===== src/common/period_timer_pkg.sv =====
// Package with the register map and field layout of the period timer.
package period_timer_pkg;
   // Register byte addresses on the Wishbone bus.
   localparam logic [3:0] ADDR_CONTROL = 4'h0;
   localparam logic [3:0] ADDR_PERIOD = 4'h4;
   localparam logic [3:0] ADDR_COUNT = 4'h8;
   localparam logic [3:0] ADDR_IRQ_ENABLE = 4'hC;
   localparam logic [3:0] ADDR_IRQ_FLAGS = 4'h0;
   localparam logic [4:0] ADDR_HI_FLAGS = 5'h10;
   localparam logic [4:0] ADDR_HI_CLEAR = 5'h14;
   // Control register field positions.
   localparam int PRE_LSB = 0;
   localparam int RUN_BIT = 2;
   localparam int POST_LSB = 3;
   localparam int CTRL_WMASK_W = 7;
   // Bit of the period event in the flag, clear and enable registers.
   localparam int EVENT_BIT = 1;
   // Reset values.
   localparam logic [6:0] CONTROL_RST = 7'h00;
   localparam logic [7:0] PERIOD_RST = 8'hFF;
   localparam logic [7:0] COUNT_RST = 8'h00;
   // Prescaler terminal counts for divide by 1, 4 and 16.
   localparam logic [3:0] PRE_TC_1 = 4'h0;
   localparam logic [3:0] PRE_TC_4 = 4'h3;
   localparam logic [3:0] PRE_TC_16 = 4'hF;
   // Instruction clock is one quarter of the bus clock.
   localparam logic [1:0] INSTR_TC = 2'h3;
endpackage


===== src/rtl/period_timer.sv =====
// Eight-bit period timer with prescaler, postscaler and Wishbone registers.
//
// The implementer's own choices: the Wishbone register port and the address map.
`timescale 1ns/100ps

// Summary of operation
// - Counts instruction clock, quarter of oscillator
// - Prescale code 00 /1, 01 /4, 1x /16
// - Count continuously compared with period
// - Count rises from zero until period match
// - Increment after match loads zero
// - Each match advances the postscaler
// - Postscale code n gives n+1 matches
// - Postscaler output sets the event flag
// - Count and period readable and writable
// - Reset: count 00h, period FFh
// - Control bit 2 runs or stops timer
// - Count or control write clears scalers
// - Control write leaves count unchanged
// - Unimplemented bits read zero, control resets zero
// - Event flag sticky until software clears
module period_timer
   import period_timer_pkg::*;
(
   input wire logic clk_i,
   input wire logic rst_i,
   input wire logic cyc_i,
   input wire logic stb_i,
   input wire logic we_i,
   input wire logic [4:0] adr_i,
   input wire logic [3:0] sel_i,
   input wire logic [31:0] dat_i,
   output logic [31:0] dat_o,
   output logic ack_o,
   output logic irq_o
);

   logic [6:0] control_q;
   logic [7:0] period_q;
   logic [7:0] count_q;
   logic [7:0] count_d;
   logic [1:0] instr_q;
   logic [3:0] pre_q;
   logic [3:0] post_q;
   logic flag_q;
   logic enable_q;
   logic [31:0] rdata_d;

   // Bus decode: a request is served once, in the cycle before ack.
   wire req = cyc_i && stb_i && !ack_o;
   wire wr = req && we_i && sel_i[0];
   wire wr_ctrl = wr && adr_i == {1'b0, ADDR_CONTROL};
   wire wr_per = wr && adr_i == {1'b0, ADDR_PERIOD};
   wire wr_cnt = wr && adr_i == {1'b0, ADDR_COUNT};
   wire wr_ien = wr && adr_i == {1'b0, ADDR_IRQ_ENABLE};
   wire wr_clr = wr && adr_i == ADDR_HI_CLEAR;

   // Timing chain: instruction tick, prescaler tick, match, flag event.
   wire run = control_q[RUN_BIT];
   wire [1:0] pre_sel = control_q[PRE_LSB +: 2];
   wire [3:0] post_sel = control_q[POST_LSB +: 4];
   wire instr_tick = run && instr_q == INSTR_TC;
   wire [3:0] pre_tc = pre_sel[1] ? PRE_TC_16 :
                       (pre_sel[0] ? PRE_TC_4 : PRE_TC_1);
   wire pre_tick = instr_tick && pre_q == pre_tc;
   wire match = count_q == period_q;
   wire match_ev = pre_tick && match;
   wire post_ev = match_ev && post_q == post_sel;
   wire scaler_clr = wr_cnt || wr_ctrl;

   // Next count: software write wins, then wrap or increment.
   always_comb begin
      count_d = count_q;
      if (wr_cnt) begin
         count_d = dat_i[7:0];
      end else if (pre_tick) begin
         count_d = match ? COUNT_RST : 8'(count_q + 8'h01);
      end
   end

   // Register read mux; unmapped addresses read zero.
   always_comb begin
      rdata_d = 32'h0000_0000;
      case (adr_i)
         {1'b0, ADDR_CONTROL}: rdata_d = {25'h0, control_q};
         {1'b0, ADDR_PERIOD}: rdata_d = {24'h0, period_q};
         {1'b0, ADDR_COUNT}: rdata_d = {24'h0, count_q};
         {1'b0, ADDR_IRQ_ENABLE}:
            rdata_d = 32'(enable_q) << EVENT_BIT;
         ADDR_HI_FLAGS: rdata_d = 32'(flag_q) << EVENT_BIT;
         default: rdata_d = 32'h0000_0000;
      endcase
   end

   // Software registers.
   always_ff @(posedge clk_i) begin
      if (rst_i) begin
         control_q <= CONTROL_RST;
         period_q <= PERIOD_RST;
         enable_q <= 1'b0;
      end else begin
         if (wr_ctrl) begin
            control_q <= dat_i[CTRL_WMASK_W-1:0];
         end
         if (wr_per) begin
            period_q <= dat_i[7:0];
         end
         if (wr_ien) begin
            enable_q <= dat_i[EVENT_BIT];
         end
      end
   end

   // Counter and scalers; count and control writes clear the scalers so a new setting
   // starts from a clean phase rather than mid-division.
   always_ff @(posedge clk_i) begin
      if (rst_i) begin
         count_q <= COUNT_RST;
         instr_q <= 2'h0;
         pre_q <= 4'h0;
         post_q <= 4'h0;
      end else begin
         count_q <= count_d;
         instr_q <= run ? 2'(instr_q + 2'h1) : instr_q;
         if (scaler_clr) begin
            pre_q <= 4'h0;
            post_q <= 4'h0;
         end else begin
            if (instr_tick) begin
               pre_q <= pre_tick ? 4'h0 : 4'(pre_q + 4'h1);
            end
            if (match_ev) begin
               post_q <= post_ev ? 4'h0 : 4'(post_q + 4'h1);
            end
         end
      end
   end

   // Sticky flag: a new event beats a clear in the same cycle, so an
   // acknowledge racing a period end never loses the interrupt.
   always_ff @(posedge clk_i) begin
      if (rst_i) begin
         flag_q <= 1'b0;
      end else if (post_ev && !scaler_clr) begin
         flag_q <= 1'b1;
      end else if (wr_clr && dat_i[EVENT_BIT]) begin
         flag_q <= 1'b0;
      end
   end

   // Bus answer and interrupt, all from flip-flops.
   always_ff @(posedge clk_i) begin
      if (rst_i) begin
         ack_o <= 1'b0;
         dat_o <= 32'h0000_0000;
         irq_o <= 1'b0;
      end else begin
         ack_o <= req;
         dat_o <= req ? rdata_d : 32'h0000_0000;
         irq_o <= (flag_q || (post_ev && !scaler_clr)) &&
                  (wr_ien ? dat_i[EVENT_BIT] : enable_q);
      end
   end

   // Checks of the timing chain and of a control read.
   property p_wrap;
      @(posedge clk_i) disable iff (rst_i)
      (pre_tick && match && !wr_cnt) |=> count_q == 8'h00;
   endproperty
   a_wrap: assert property (p_wrap) else $error("count did not wrap");

   property p_inc;
      @(posedge clk_i) disable iff (rst_i)
      (pre_tick && !match && !wr_cnt) |=> count_q == $past(count_q) + 8'h01;
   endproperty
   a_inc: assert property (p_inc) else $error("count did not step");

   property p_hold;
      @(posedge clk_i) disable iff (rst_i)
      (!run && !wr_cnt) |=> count_q == $past(count_q);
   endproperty
   a_hold: assert property (p_hold) else $error("stopped count moved");

   property p_ctrl_keeps;
      @(posedge clk_i) disable iff (rst_i)
      (wr_ctrl && !pre_tick) |=> count_q == $past(count_q);
   endproperty
   a_ctrl_keeps: assert property (p_ctrl_keeps) else $error("count lost");

   property p_clr;
      @(posedge clk_i) disable iff (rst_i)
      scaler_clr |=> pre_q == 4'h0 && post_q == 4'h0;
   endproperty
   a_clr: assert property (p_clr) else $error("scalers kept");

   property p_flag_set;
      @(posedge clk_i) disable iff (rst_i)
      (post_ev && !scaler_clr) |=> flag_q;
   endproperty
   a_flag_set: assert property (p_flag_set) else $error("flag not set");

   property p_sticky;
      @(posedge clk_i) disable iff (rst_i)
      (flag_q && !(wr_clr && dat_i[EVENT_BIT])) |=> flag_q;
   endproperty
   a_sticky: assert property (p_sticky) else $error("flag dropped");

   property p_div1;
      @(posedge clk_i) disable iff (rst_i)
      (instr_tick && pre_sel == 2'h0) |-> pre_tick;
   endproperty
   a_div1: assert property (p_div1) else $error("prescale 1 broken");

   property p_quarter;
      @(posedge clk_i) disable iff (rst_i)
      (instr_tick && run) |=> !instr_tick [*3];
   endproperty
   a_quarter: assert property (p_quarter) else $error("tick too fast");

   property p_rd0;
      @(posedge clk_i) disable iff (rst_i)
      (req && !we_i && adr_i == {1'b0, ADDR_CONTROL}) |=> !dat_o[7];
   endproperty
   a_rd0: assert property (p_rd0) else $error("bit 7 not zero");

   // Reset loads the documented values whatever was running before.
   property p_rst_vals;
      @(posedge clk_i)
      rst_i |=> count_q == 8'h00 && period_q == 8'hFF && control_q == 7'h00;
   endproperty
   a_rst_vals: assert property (p_rst_vals) else $error("reset values");

   // Reset also silences the bus answer and the interrupt line.
   property p_rst_outs;
      @(posedge clk_i)
      rst_i |=> !ack_o && !irq_o && dat_o == 32'h0000_0000;
   endproperty
   a_rst_outs: assert property (p_rst_outs) else $error("reset outputs");

   // Acknowledge is a single pulse, so a held strobe is served every other cycle.
   property p_ack_one;
      @(posedge clk_i) disable iff (rst_i)
      ack_o |=> !ack_o;
   endproperty
   a_ack_one: assert property (p_ack_one) else $error("ack held");

   // Every accepted request is answered in the next cycle.
   property p_ack_next;
      @(posedge clk_i) disable iff (rst_i)
      (cyc_i && stb_i && !ack_o) |=> ack_o;
   endproperty
   a_ack_next: assert property (p_ack_next) else $error("ack missing");

   // Read data is zero outside the answer cycle.
   property p_dat_idle;
      @(posedge clk_i) disable iff (rst_i)
      !ack_o |-> dat_o == 32'h0000_0000;
   endproperty
   a_dat_idle: assert property (p_dat_idle) else $error("data not idle");

   // A period write lands on the edge that takes it.
   property p_per_wr;
      @(posedge clk_i) disable iff (rst_i)
      wr_per |=> period_q == $past(dat_i[7:0]);
   endproperty
   a_per_wr: assert property (p_per_wr) else $error("period write");

   // A count write beats any increment in the same cycle.
   property p_cnt_wr;
      @(posedge clk_i) disable iff (rst_i)
      wr_cnt |=> count_q == $past(dat_i[7:0]);
   endproperty
   a_cnt_wr: assert property (p_cnt_wr) else $error("count write");

   // A control write stores all seven implemented bits.
   property p_ctrl_wr;
      @(posedge clk_i) disable iff (rst_i)
      wr_ctrl |=> control_q == $past(dat_i[6:0]);
   endproperty
   a_ctrl_wr: assert property (p_ctrl_wr) else $error("control write");

   // Reading the count returns the value held at the request.
   property p_rd_cnt;
      @(posedge clk_i) disable iff (rst_i)
      (req && !we_i && adr_i == {1'b0, ADDR_COUNT}) |=>
         dat_o[7:0] == $past(count_q);
   endproperty
   a_rd_cnt: assert property (p_rd_cnt) else $error("count read");

   // Reading the period returns the stored value.
   property p_rd_per;
      @(posedge clk_i) disable iff (rst_i)
      (req && !we_i && adr_i == {1'b0, ADDR_PERIOD}) |=>
         dat_o[7:0] == $past(period_q);
   endproperty
   a_rd_per: assert property (p_rd_per) else $error("period read");

   // Reading control returns its implemented bits.
   property p_rd_ctrl;
      @(posedge clk_i) disable iff (rst_i)
      (req && !we_i && adr_i == {1'b0, ADDR_CONTROL}) |=>
         dat_o[6:0] == $past(control_q);
   endproperty
   a_rd_ctrl: assert property (p_rd_ctrl) else $error("control read");

   // The flag register shows the sticky event bit.
   property p_rd_flag;
      @(posedge clk_i) disable iff (rst_i)
      (req && !we_i && adr_i == ADDR_HI_FLAGS) |=>
         dat_o[EVENT_BIT] == $past(flag_q);
   endproperty
   a_rd_flag: assert property (p_rd_flag) else $error("flag read");

   // Unmapped addresses read as zero.
   property p_rd_none;
      @(posedge clk_i) disable iff (rst_i)
      (req && !we_i && adr_i == 5'h18) |=> dat_o == 32'h0000_0000;
   endproperty
   a_rd_none: assert property (p_rd_none) else $error("unmapped read");

   // An enabled, set flag keeps the interrupt line high.
   property p_irq_on;
      @(posedge clk_i) disable iff (rst_i)
      (flag_q && enable_q && !wr_ien) |=> irq_o;
   endproperty
   a_irq_on: assert property (p_irq_on) else $error("irq missing");

   // A disabled event never reaches the interrupt line.
   property p_irq_off;
      @(posedge clk_i) disable iff (rst_i)
      (!enable_q && !wr_ien) |=> !irq_o;
   endproperty
   a_irq_off: assert property (p_irq_off) else $error("irq unmasked");

   // The flag only rises after a postscaler output.
   property p_flag_src;
      @(posedge clk_i) disable iff (rst_i)
      $rose(flag_q) |-> $past(post_ev);
   endproperty
   a_flag_src: assert property (p_flag_src) else $error("stray flag");

   // A clear with no competing event drops the flag.
   property p_flag_clr;
      @(posedge clk_i) disable iff (rst_i)
      (wr_clr && dat_i[EVENT_BIT] && !post_ev) |=> !flag_q;
   endproperty
   a_flag_clr: assert property (p_flag_clr) else $error("flag kept");

   // A stopped timer makes no match events at all.
   property p_stop_quiet;
      @(posedge clk_i) disable iff (rst_i)
      !run |-> !match_ev && !post_ev;
   endproperty
   a_stop_quiet: assert property (p_stop_quiet) else $error("event");

   // A stopped timer freezes the prescaler phase.
   property p_pre_hold;
      @(posedge clk_i) disable iff (rst_i)
      (!run && !scaler_clr) |=> pre_q == $past(pre_q);
   endproperty
   a_pre_hold: assert property (p_pre_hold) else $error("pre moved");

   // The instruction divider also waits while stopped.
   property p_instr_hold;
      @(posedge clk_i) disable iff (rst_i)
      !run |=> instr_q == $past(instr_q);
   endproperty
   a_instr_hold: assert property (p_instr_hold) else $error("tick moved");

   // The prescaler restarts after each output tick.
   property p_pre_wrap;
      @(posedge clk_i) disable iff (rst_i)
      pre_tick |=> pre_q == 4'h0;
   endproperty
   a_pre_wrap: assert property (p_pre_wrap) else $error("pre no wrap");

   // Divide by four gives no tick before the fourth count.
   property p_div4;
      @(posedge clk_i) disable iff (rst_i)
      (instr_tick && pre_sel == 2'h1 && pre_q != 4'h3) |-> !pre_tick;
   endproperty
   a_div4: assert property (p_div4) else $error("prescale 4 broken");

   // Either upper code divides by sixteen.
   property p_div16;
      @(posedge clk_i) disable iff (rst_i)
      (instr_tick && pre_sel[1] && pre_q != 4'hF) |-> !pre_tick;
   endproperty
   a_div16: assert property (p_div16) else $error("prescale 16 broken");

   // A match below the postscale limit steps the postscaler.
   property p_post_step;
      @(posedge clk_i) disable iff (rst_i)
      (match_ev && !post_ev && !scaler_clr) |=>
         post_q == $past(post_q) + 4'h1;
   endproperty
   a_post_step: assert property (p_post_step) else $error("post step");

   // The postscaler restarts after each output.
   property p_post_wrap;
      @(posedge clk_i) disable iff (rst_i)
      post_ev |=> post_q == 4'h0;
   endproperty
   a_post_wrap: assert property (p_post_wrap) else $error("post no wrap");

   c_wrap: cover property (@(posedge clk_i) disable iff (rst_i) match_ev);
   c_flag: cover property (@(posedge clk_i) disable iff (rst_i) post_ev);
   c_irq: cover property (@(posedge clk_i) disable iff (rst_i) irq_o);
   c_race: cover property (@(posedge clk_i) disable iff (rst_i)
      post_ev && wr_clr);
   c_post16: cover property (@(posedge clk_i) disable iff (rst_i)
      post_ev && post_sel == 4'hF);
endmodule


===== config.mk =====
export PLATFORM = sky130hd
export DESIGN_NAME = period_timer
export DESIGN_NICKNAME = d
export VERILOG_FILES = /design/src/common/period_timer_pkg.sv /design/src/rtl/period_timer.sv
export SDC_FILE = /design/constraint.sdc
export NUM_CORES = 1
export LEC_CHECK = 0
export BUFFER_PORTS_ARGS = -buffer_cell sky130_fd_sc_hd__buf_4
export CAP_MARGIN = 20
export CORE_MARGIN = 2
export CORE_UTILIZATION = 54
export CTS_CLUSTER_SIZE = 24
export DETAILED_ROUTE_END_ITERATION = 8
export MAX_ROUTING_LAYER = met4
export PLACE_DENSITY = 0.82
export SYNTH_ARGS = -nofsm -noshare
export SYNTH_HDL_FRONTEND = slang
export SYNTH_SLANG_ARGS = --single-unit

===== constraint.sdc =====
create_clock -name clk_i -period 3.46 [get_ports clk_i]
set_input_delay 0 -clock clk_i [delete_from_list [all_inputs] [get_ports clk_i]]
set_output_delay 0 -clock clk_i [all_outputs]
set_load 0.005 [all_outputs]

Yosys cells after proc, flatten, opt, wreduce, memory -nomap -nowiden
Cells that the tools add are included.

word-level totals
  bits in registers = 69
  bits in latches = 0
  memory bits (writable) = 0
  ROM bits = 0
  input port bits = 46
  output and inout port bits = 34
  word-level logic and storage cells = 61
  memories = 0

cells by class
  add/sub/neg operators = 4
  $mul = 0
  divide/modulo/power cells = 0
  $lt $le $gt $ge = 0
  equality and inequality tests = 9
  shift operators = 0
  muxes and demuxes = 11
  bitwise gates (word level) = 1
  reduce and logical (&&, ||, !) cells = 25

operators by type and width
  operator                                             number
  case mux 8 bit (5 select lines)                      1
  two-way mux 8 bit                                    3
  logical AND 1 bit                                    16
  two-way mux 4 bit                                    3
  equality test 5 x 4 -> 1 bit, second input constant  2
  equality test 5 bit, second input constant           2
  adder 4 x 1 -> 4 bit, second input constant          2
  adder 8 x 1 -> 8 bit, second input constant          1
  equality test 4 bit                                  2
  equality test 8 bit                                  1
  equality test 5 x 3 -> 1 bit, second input constant  1
  logical NOT 5 bit                                    1
  nonzero test 2 bit                                   2
  OR reduction 2 bit                                   2
  two-way mux 1 bit                                    3
  adder 2 x 1 -> 2 bit, second input constant          1
  equality test 2 bit, second input constant           1
  logical NOT 1 bit                                    2
  logical OR 1 bit                                     2
  two-way mux 2 bit                                    1
  inverter 1 bit                                       1

Logic depth before layout (Yosys ltp)
  depth after elaboration = 10
  gate-level depth with buffers = 6
  mapped depth without buffers = 6

Worst setup path before layout
OpenSTA, ideal clock, no wires.

  path type = flip-flop to flip-flop
  start = register control_q[0]
  end = register irq_o
  setup time = 0.070 ns
  data arrival time = 1.921 ns
  data required time = 3.390 ns
  slack = 1.469 ns
  stages on the path, launching flop included = 5
  path buffers = 0
  clock period less this slack = 1.991 ns
  cell sequence = dfxtp_1 -> or4_4 -> a221o_1 -> or4_1 -> a21boi_1

between the ends
  longest elaborated chain between the ends = 9

RTL lines
  item                    RTL line             text
  from (decl)             period_timer.sv:38   logic [6:0] control_q;
  from (signal assigned)  period_timer.sv:103  control_q <= dat_i[CTRL_WMASK_W-1:0];
  two-way mux 2 bit       period_timer.sv:64   (pre_sel[0] ? PRE_TC_4 : PRE_TC_1);
  two-way mux 4 bit       period_timer.sv:63   wire [3:0] pre_tc = pre_sel[1] ? PRE_TC_16 :
  equality test 4 bit     period_timer.sv:65   wire pre_tick = instr_tick && pre_q == pre_tc;
  logical AND 1 bit       period_timer.sv:65
  logical AND 1 bit       period_timer.sv:67   wire match_ev = pre_tick && match;
  logical AND 1 bit       period_timer.sv:68   wire post_ev = match_ev && post_q == post_sel;
  logical AND 1 bit       period_timer.sv:160  irq_o <= (flag_q || (post_ev && !scaler_clr)) &&
  logical OR 1 bit        period_timer.sv:160
  logical AND 1 bit       period_timer.sv:160
  to (signal assigned)    period_timer.sv:160
  to (decl)               period_timer.sv:35   output logic irq_o

No other way between the ends.
A chain may end at the register's enable or synchronous reset.

Final worst setup path
  start = input port adr_i[0]
  end = register period_q[3]

between the ends
  longest elaborated chain between the ends = 2

RTL lines
  item                          RTL line             text
  from (decl)                   period_timer.sv:30   input wire logic [4:0] adr_i,
  equality test 5 x 3 -> 1 bit  period_timer.sv:53   wire wr_per = wr && adr_i == {1'b0, ADDR_PERIOD};
  logical AND 1 bit             period_timer.sv:53
  to (signal assigned)          period_timer.sv:106  period_q <= dat_i[7:0];
  to (decl)                     period_timer.sv:39   logic [7:0] period_q;

No other way between the ends.

==> impl_metrics.ini <==
[logic_synthesis]
ys.flop_type = dfxtp_1
yosysTopAreaCell = dfxtp_1
ys_seq_area_frac = 0.374
async_flop_share = 0
synthTopCellsByArea = dfxtp_1, buf_4, nor2_1, a21oi_1, nor2b_1
synth-edff-count = 0
synth_area_mm2 = 0.00241
synth.top_cell.area_share = 0.374
syn_inst = 280
synth_cell_type_count = 48
yosysWarnings = 0
avgSynthCellArea_um2 = 8.61
ys_seq_elements = 45

[sta]
period_share = 0.715
rsz0062_at_grt = no
hold_violations = 0
slew_viol_final = 0
max_freq_mhz = 404
min_period_ps = 2470
tns_ps = 0
worst_pin_slew_ps = 919
skew_ps = 7.01
slew_headroom = 0.387
setup_violations = 0

[cts]
numCtsBuffers = 5
cts_num_sinks = 45
htreeDepth = 2
clockBufferDepth = 2
post_cts_buffers = 0
cts_root_buffer = clkbuf_8
clk_latency_ps = 320
hold_buffers = 10
clkTransAtPathRegs_ps = 90
tritoncts = yes
ctsResizeCount = 0

[detailed_routing]
first_pass_iters = 4
viasPerCell = 5.79
drc_errors = 0
wl_um = 5640
dr.first_iter.drc_count = 165
drtAntennaViolNets = 0
wl_per_cell_um = 15.3
dr_total_vias = 2131

[grt]
grt_pass1_wl_um = 9350
antenna_found_initial = 0
grt_max_degree = 27
track_usage = 0.244
grt_pass1_vias = 2048
grt-ovfl-total = 0

[floorplanning]
start_util = 0.558
die_w_um = 70.8
dieHeight_um = 70.8
dieArea_mm2 = 0.00502
core_area_mm2 = 0.00432
pin_count = 80
rows = 24

[setup_path]
critical_path_class = in -> reg
start_kind = primary input
worstPathRequired_ps = 3670
critPathCaptureType = register
cp_slowest_cell = nor3_2
path_delay_family = simple AND/OR/NAND/NOR gates
crit_buf_inv = 2
cp.arrival_ps = 2680
path_cells = dlygate4sd3_1 -> buf_4 -> nand4bb_1 -> nor3_2 -> and2_1 -> nor2b_1 -> a211o_1
reg2reg_slack_ps = 1150
cp_max_fo = 16
max_stage_delay_ps = 640

[outcome]
status = finished, final reports clean

[pwr]
ir_drop_v = 0.000264
seqPwrFrac = 0.561
p_int_mw = 0.691
power.total_mw = 0.925
power.switching_mw = 0.234
p_leak_nw = 1.05
powerDensity_mw_per_mm2 = 336
clockPowerShare = 0.357
swShare = 0.253
p_comb_frac = 0.082

[placed_design]
finalWeightedCongestion = 0.915
hpwl_um = 3920
io_buffers = 28

[cells_and_area]
diodes = 0
fill_cells = 387
area_delta_synth_final_pct = 14.1
nNetsFinal = 365
multiInputGateArea_mm2 = 0.00136
seq_area_um2 = 901
layout_common_cells = dfxtp_1, nor2_1, buf_4
final_common_cell = dfxtp_1
drive_above_1_share = 0.161

[worst_hold_path]
hold_class = in -> reg

[run]
max_cap_viol_count = 0
[tightest hold or removal path: stages]
cell and delay [ps]:
buf_4 140, nand3_1 80, a21oi_1 60
[cells by family (layout without fill, tap and decap cells)]
family | after synthesis | count (layout) | synth area share
other | 1 | 24 | 0.00156
DFF | 45 | 45 | 0.374
and+or+nand+nor | 103 | 103 | 0.222
muxes | 9 | 9 | 0.0426
AOI/OAI and AO/OA | 64 | 64 | 0.185
xor gates and xnor gates | 16 | 16 | 0.0581
adders and majority gates | 4 | 4 | 0.0208
buffers and inverters | 38 | 51 | 0.0970
[registers in the layout (all words and copies together) (netlist names)]
signal and cells:
ack_o 1, control_q 7, count_q 8, dat_o 8, enable_q 1, flag_q 1, instr_q 2, irq_o 1
period_q 8, post_q 4, pre_q 4
[final timing paths]
| path | end | from | depth (start not counted) |
|---|---|---|---|
| min | dat_o[1] | adr_i[4] | 3 |
| max reg2reg | count_q[4] | count_q[2] | 5 |
| min reg2reg | control_q[5] | control_q[5] | 2 |
| max | period_q[3] | adr_i[0] | 7 |
[power groups by stage]
stage | sequential [mW] | clock [mW] | combinational, mW
after floorplan | 0.532 | 0 | 0.0545
after global placement | 0.532 | 0 | 0.0638
after detailed placement | 0.532 | 0 | 0.0649
after global routing | 0.520 | 0.352 | 0.0827
after CTS | 0.519 | 0.329 | 0.0739
final | 0.519 | 0.330 | 0.0756
[cell type report]
type | instances | area share
Timing Repair Buffer | 40 | 0.118
Clock buffer | 5 | 0.0250
Multi-Input combinational cell | 220 | 0.495
Inverter | 3 | 0.00409
Clock inverter | 3 | 0.00637
Sequential cell | 45 | 0.327
Tap cell | 52 | 0.0236
[synthesized netlist by cell type (3+ instances only)]
cell      instances
ha_1              4
mux2i_1           8
nand3_1          16
o21ai_0           9
buf_4            24
a211o_1           8
xnor2_1           6
nor2b_1          15
inv_1             3
a21oi_1          22
a31o_2            6
a32o_1            5
clkbuf_1          8
nand2_1          16
nand4_1           5
xor2_1           10
dfxtp_1          45
or3_1             3
nor2_1           30
[per-stage QoR]
stage	utilization	setup WS, ps	hold slack (ps)	instances	cell area (µm²)
after global routing	0.636	824	14.3	368	2750
final	0.636	986	2.83	368	2750
after global placement	0.593	1260	214	350	2560
after CTS	0.636	1040	10.0	368	2750
after detailed placement	0.593	1220	218	350	2560
after floorplan	-	1470	118	303	2500
[routing by layer]
metal  share of wire  global-route usage
met3           0.073              0.0670
met5               0                   -
met4           0.019               0.101
met1            0.44               0.294
met2            0.46               0.385
Power figures use the tool's default switching activity.
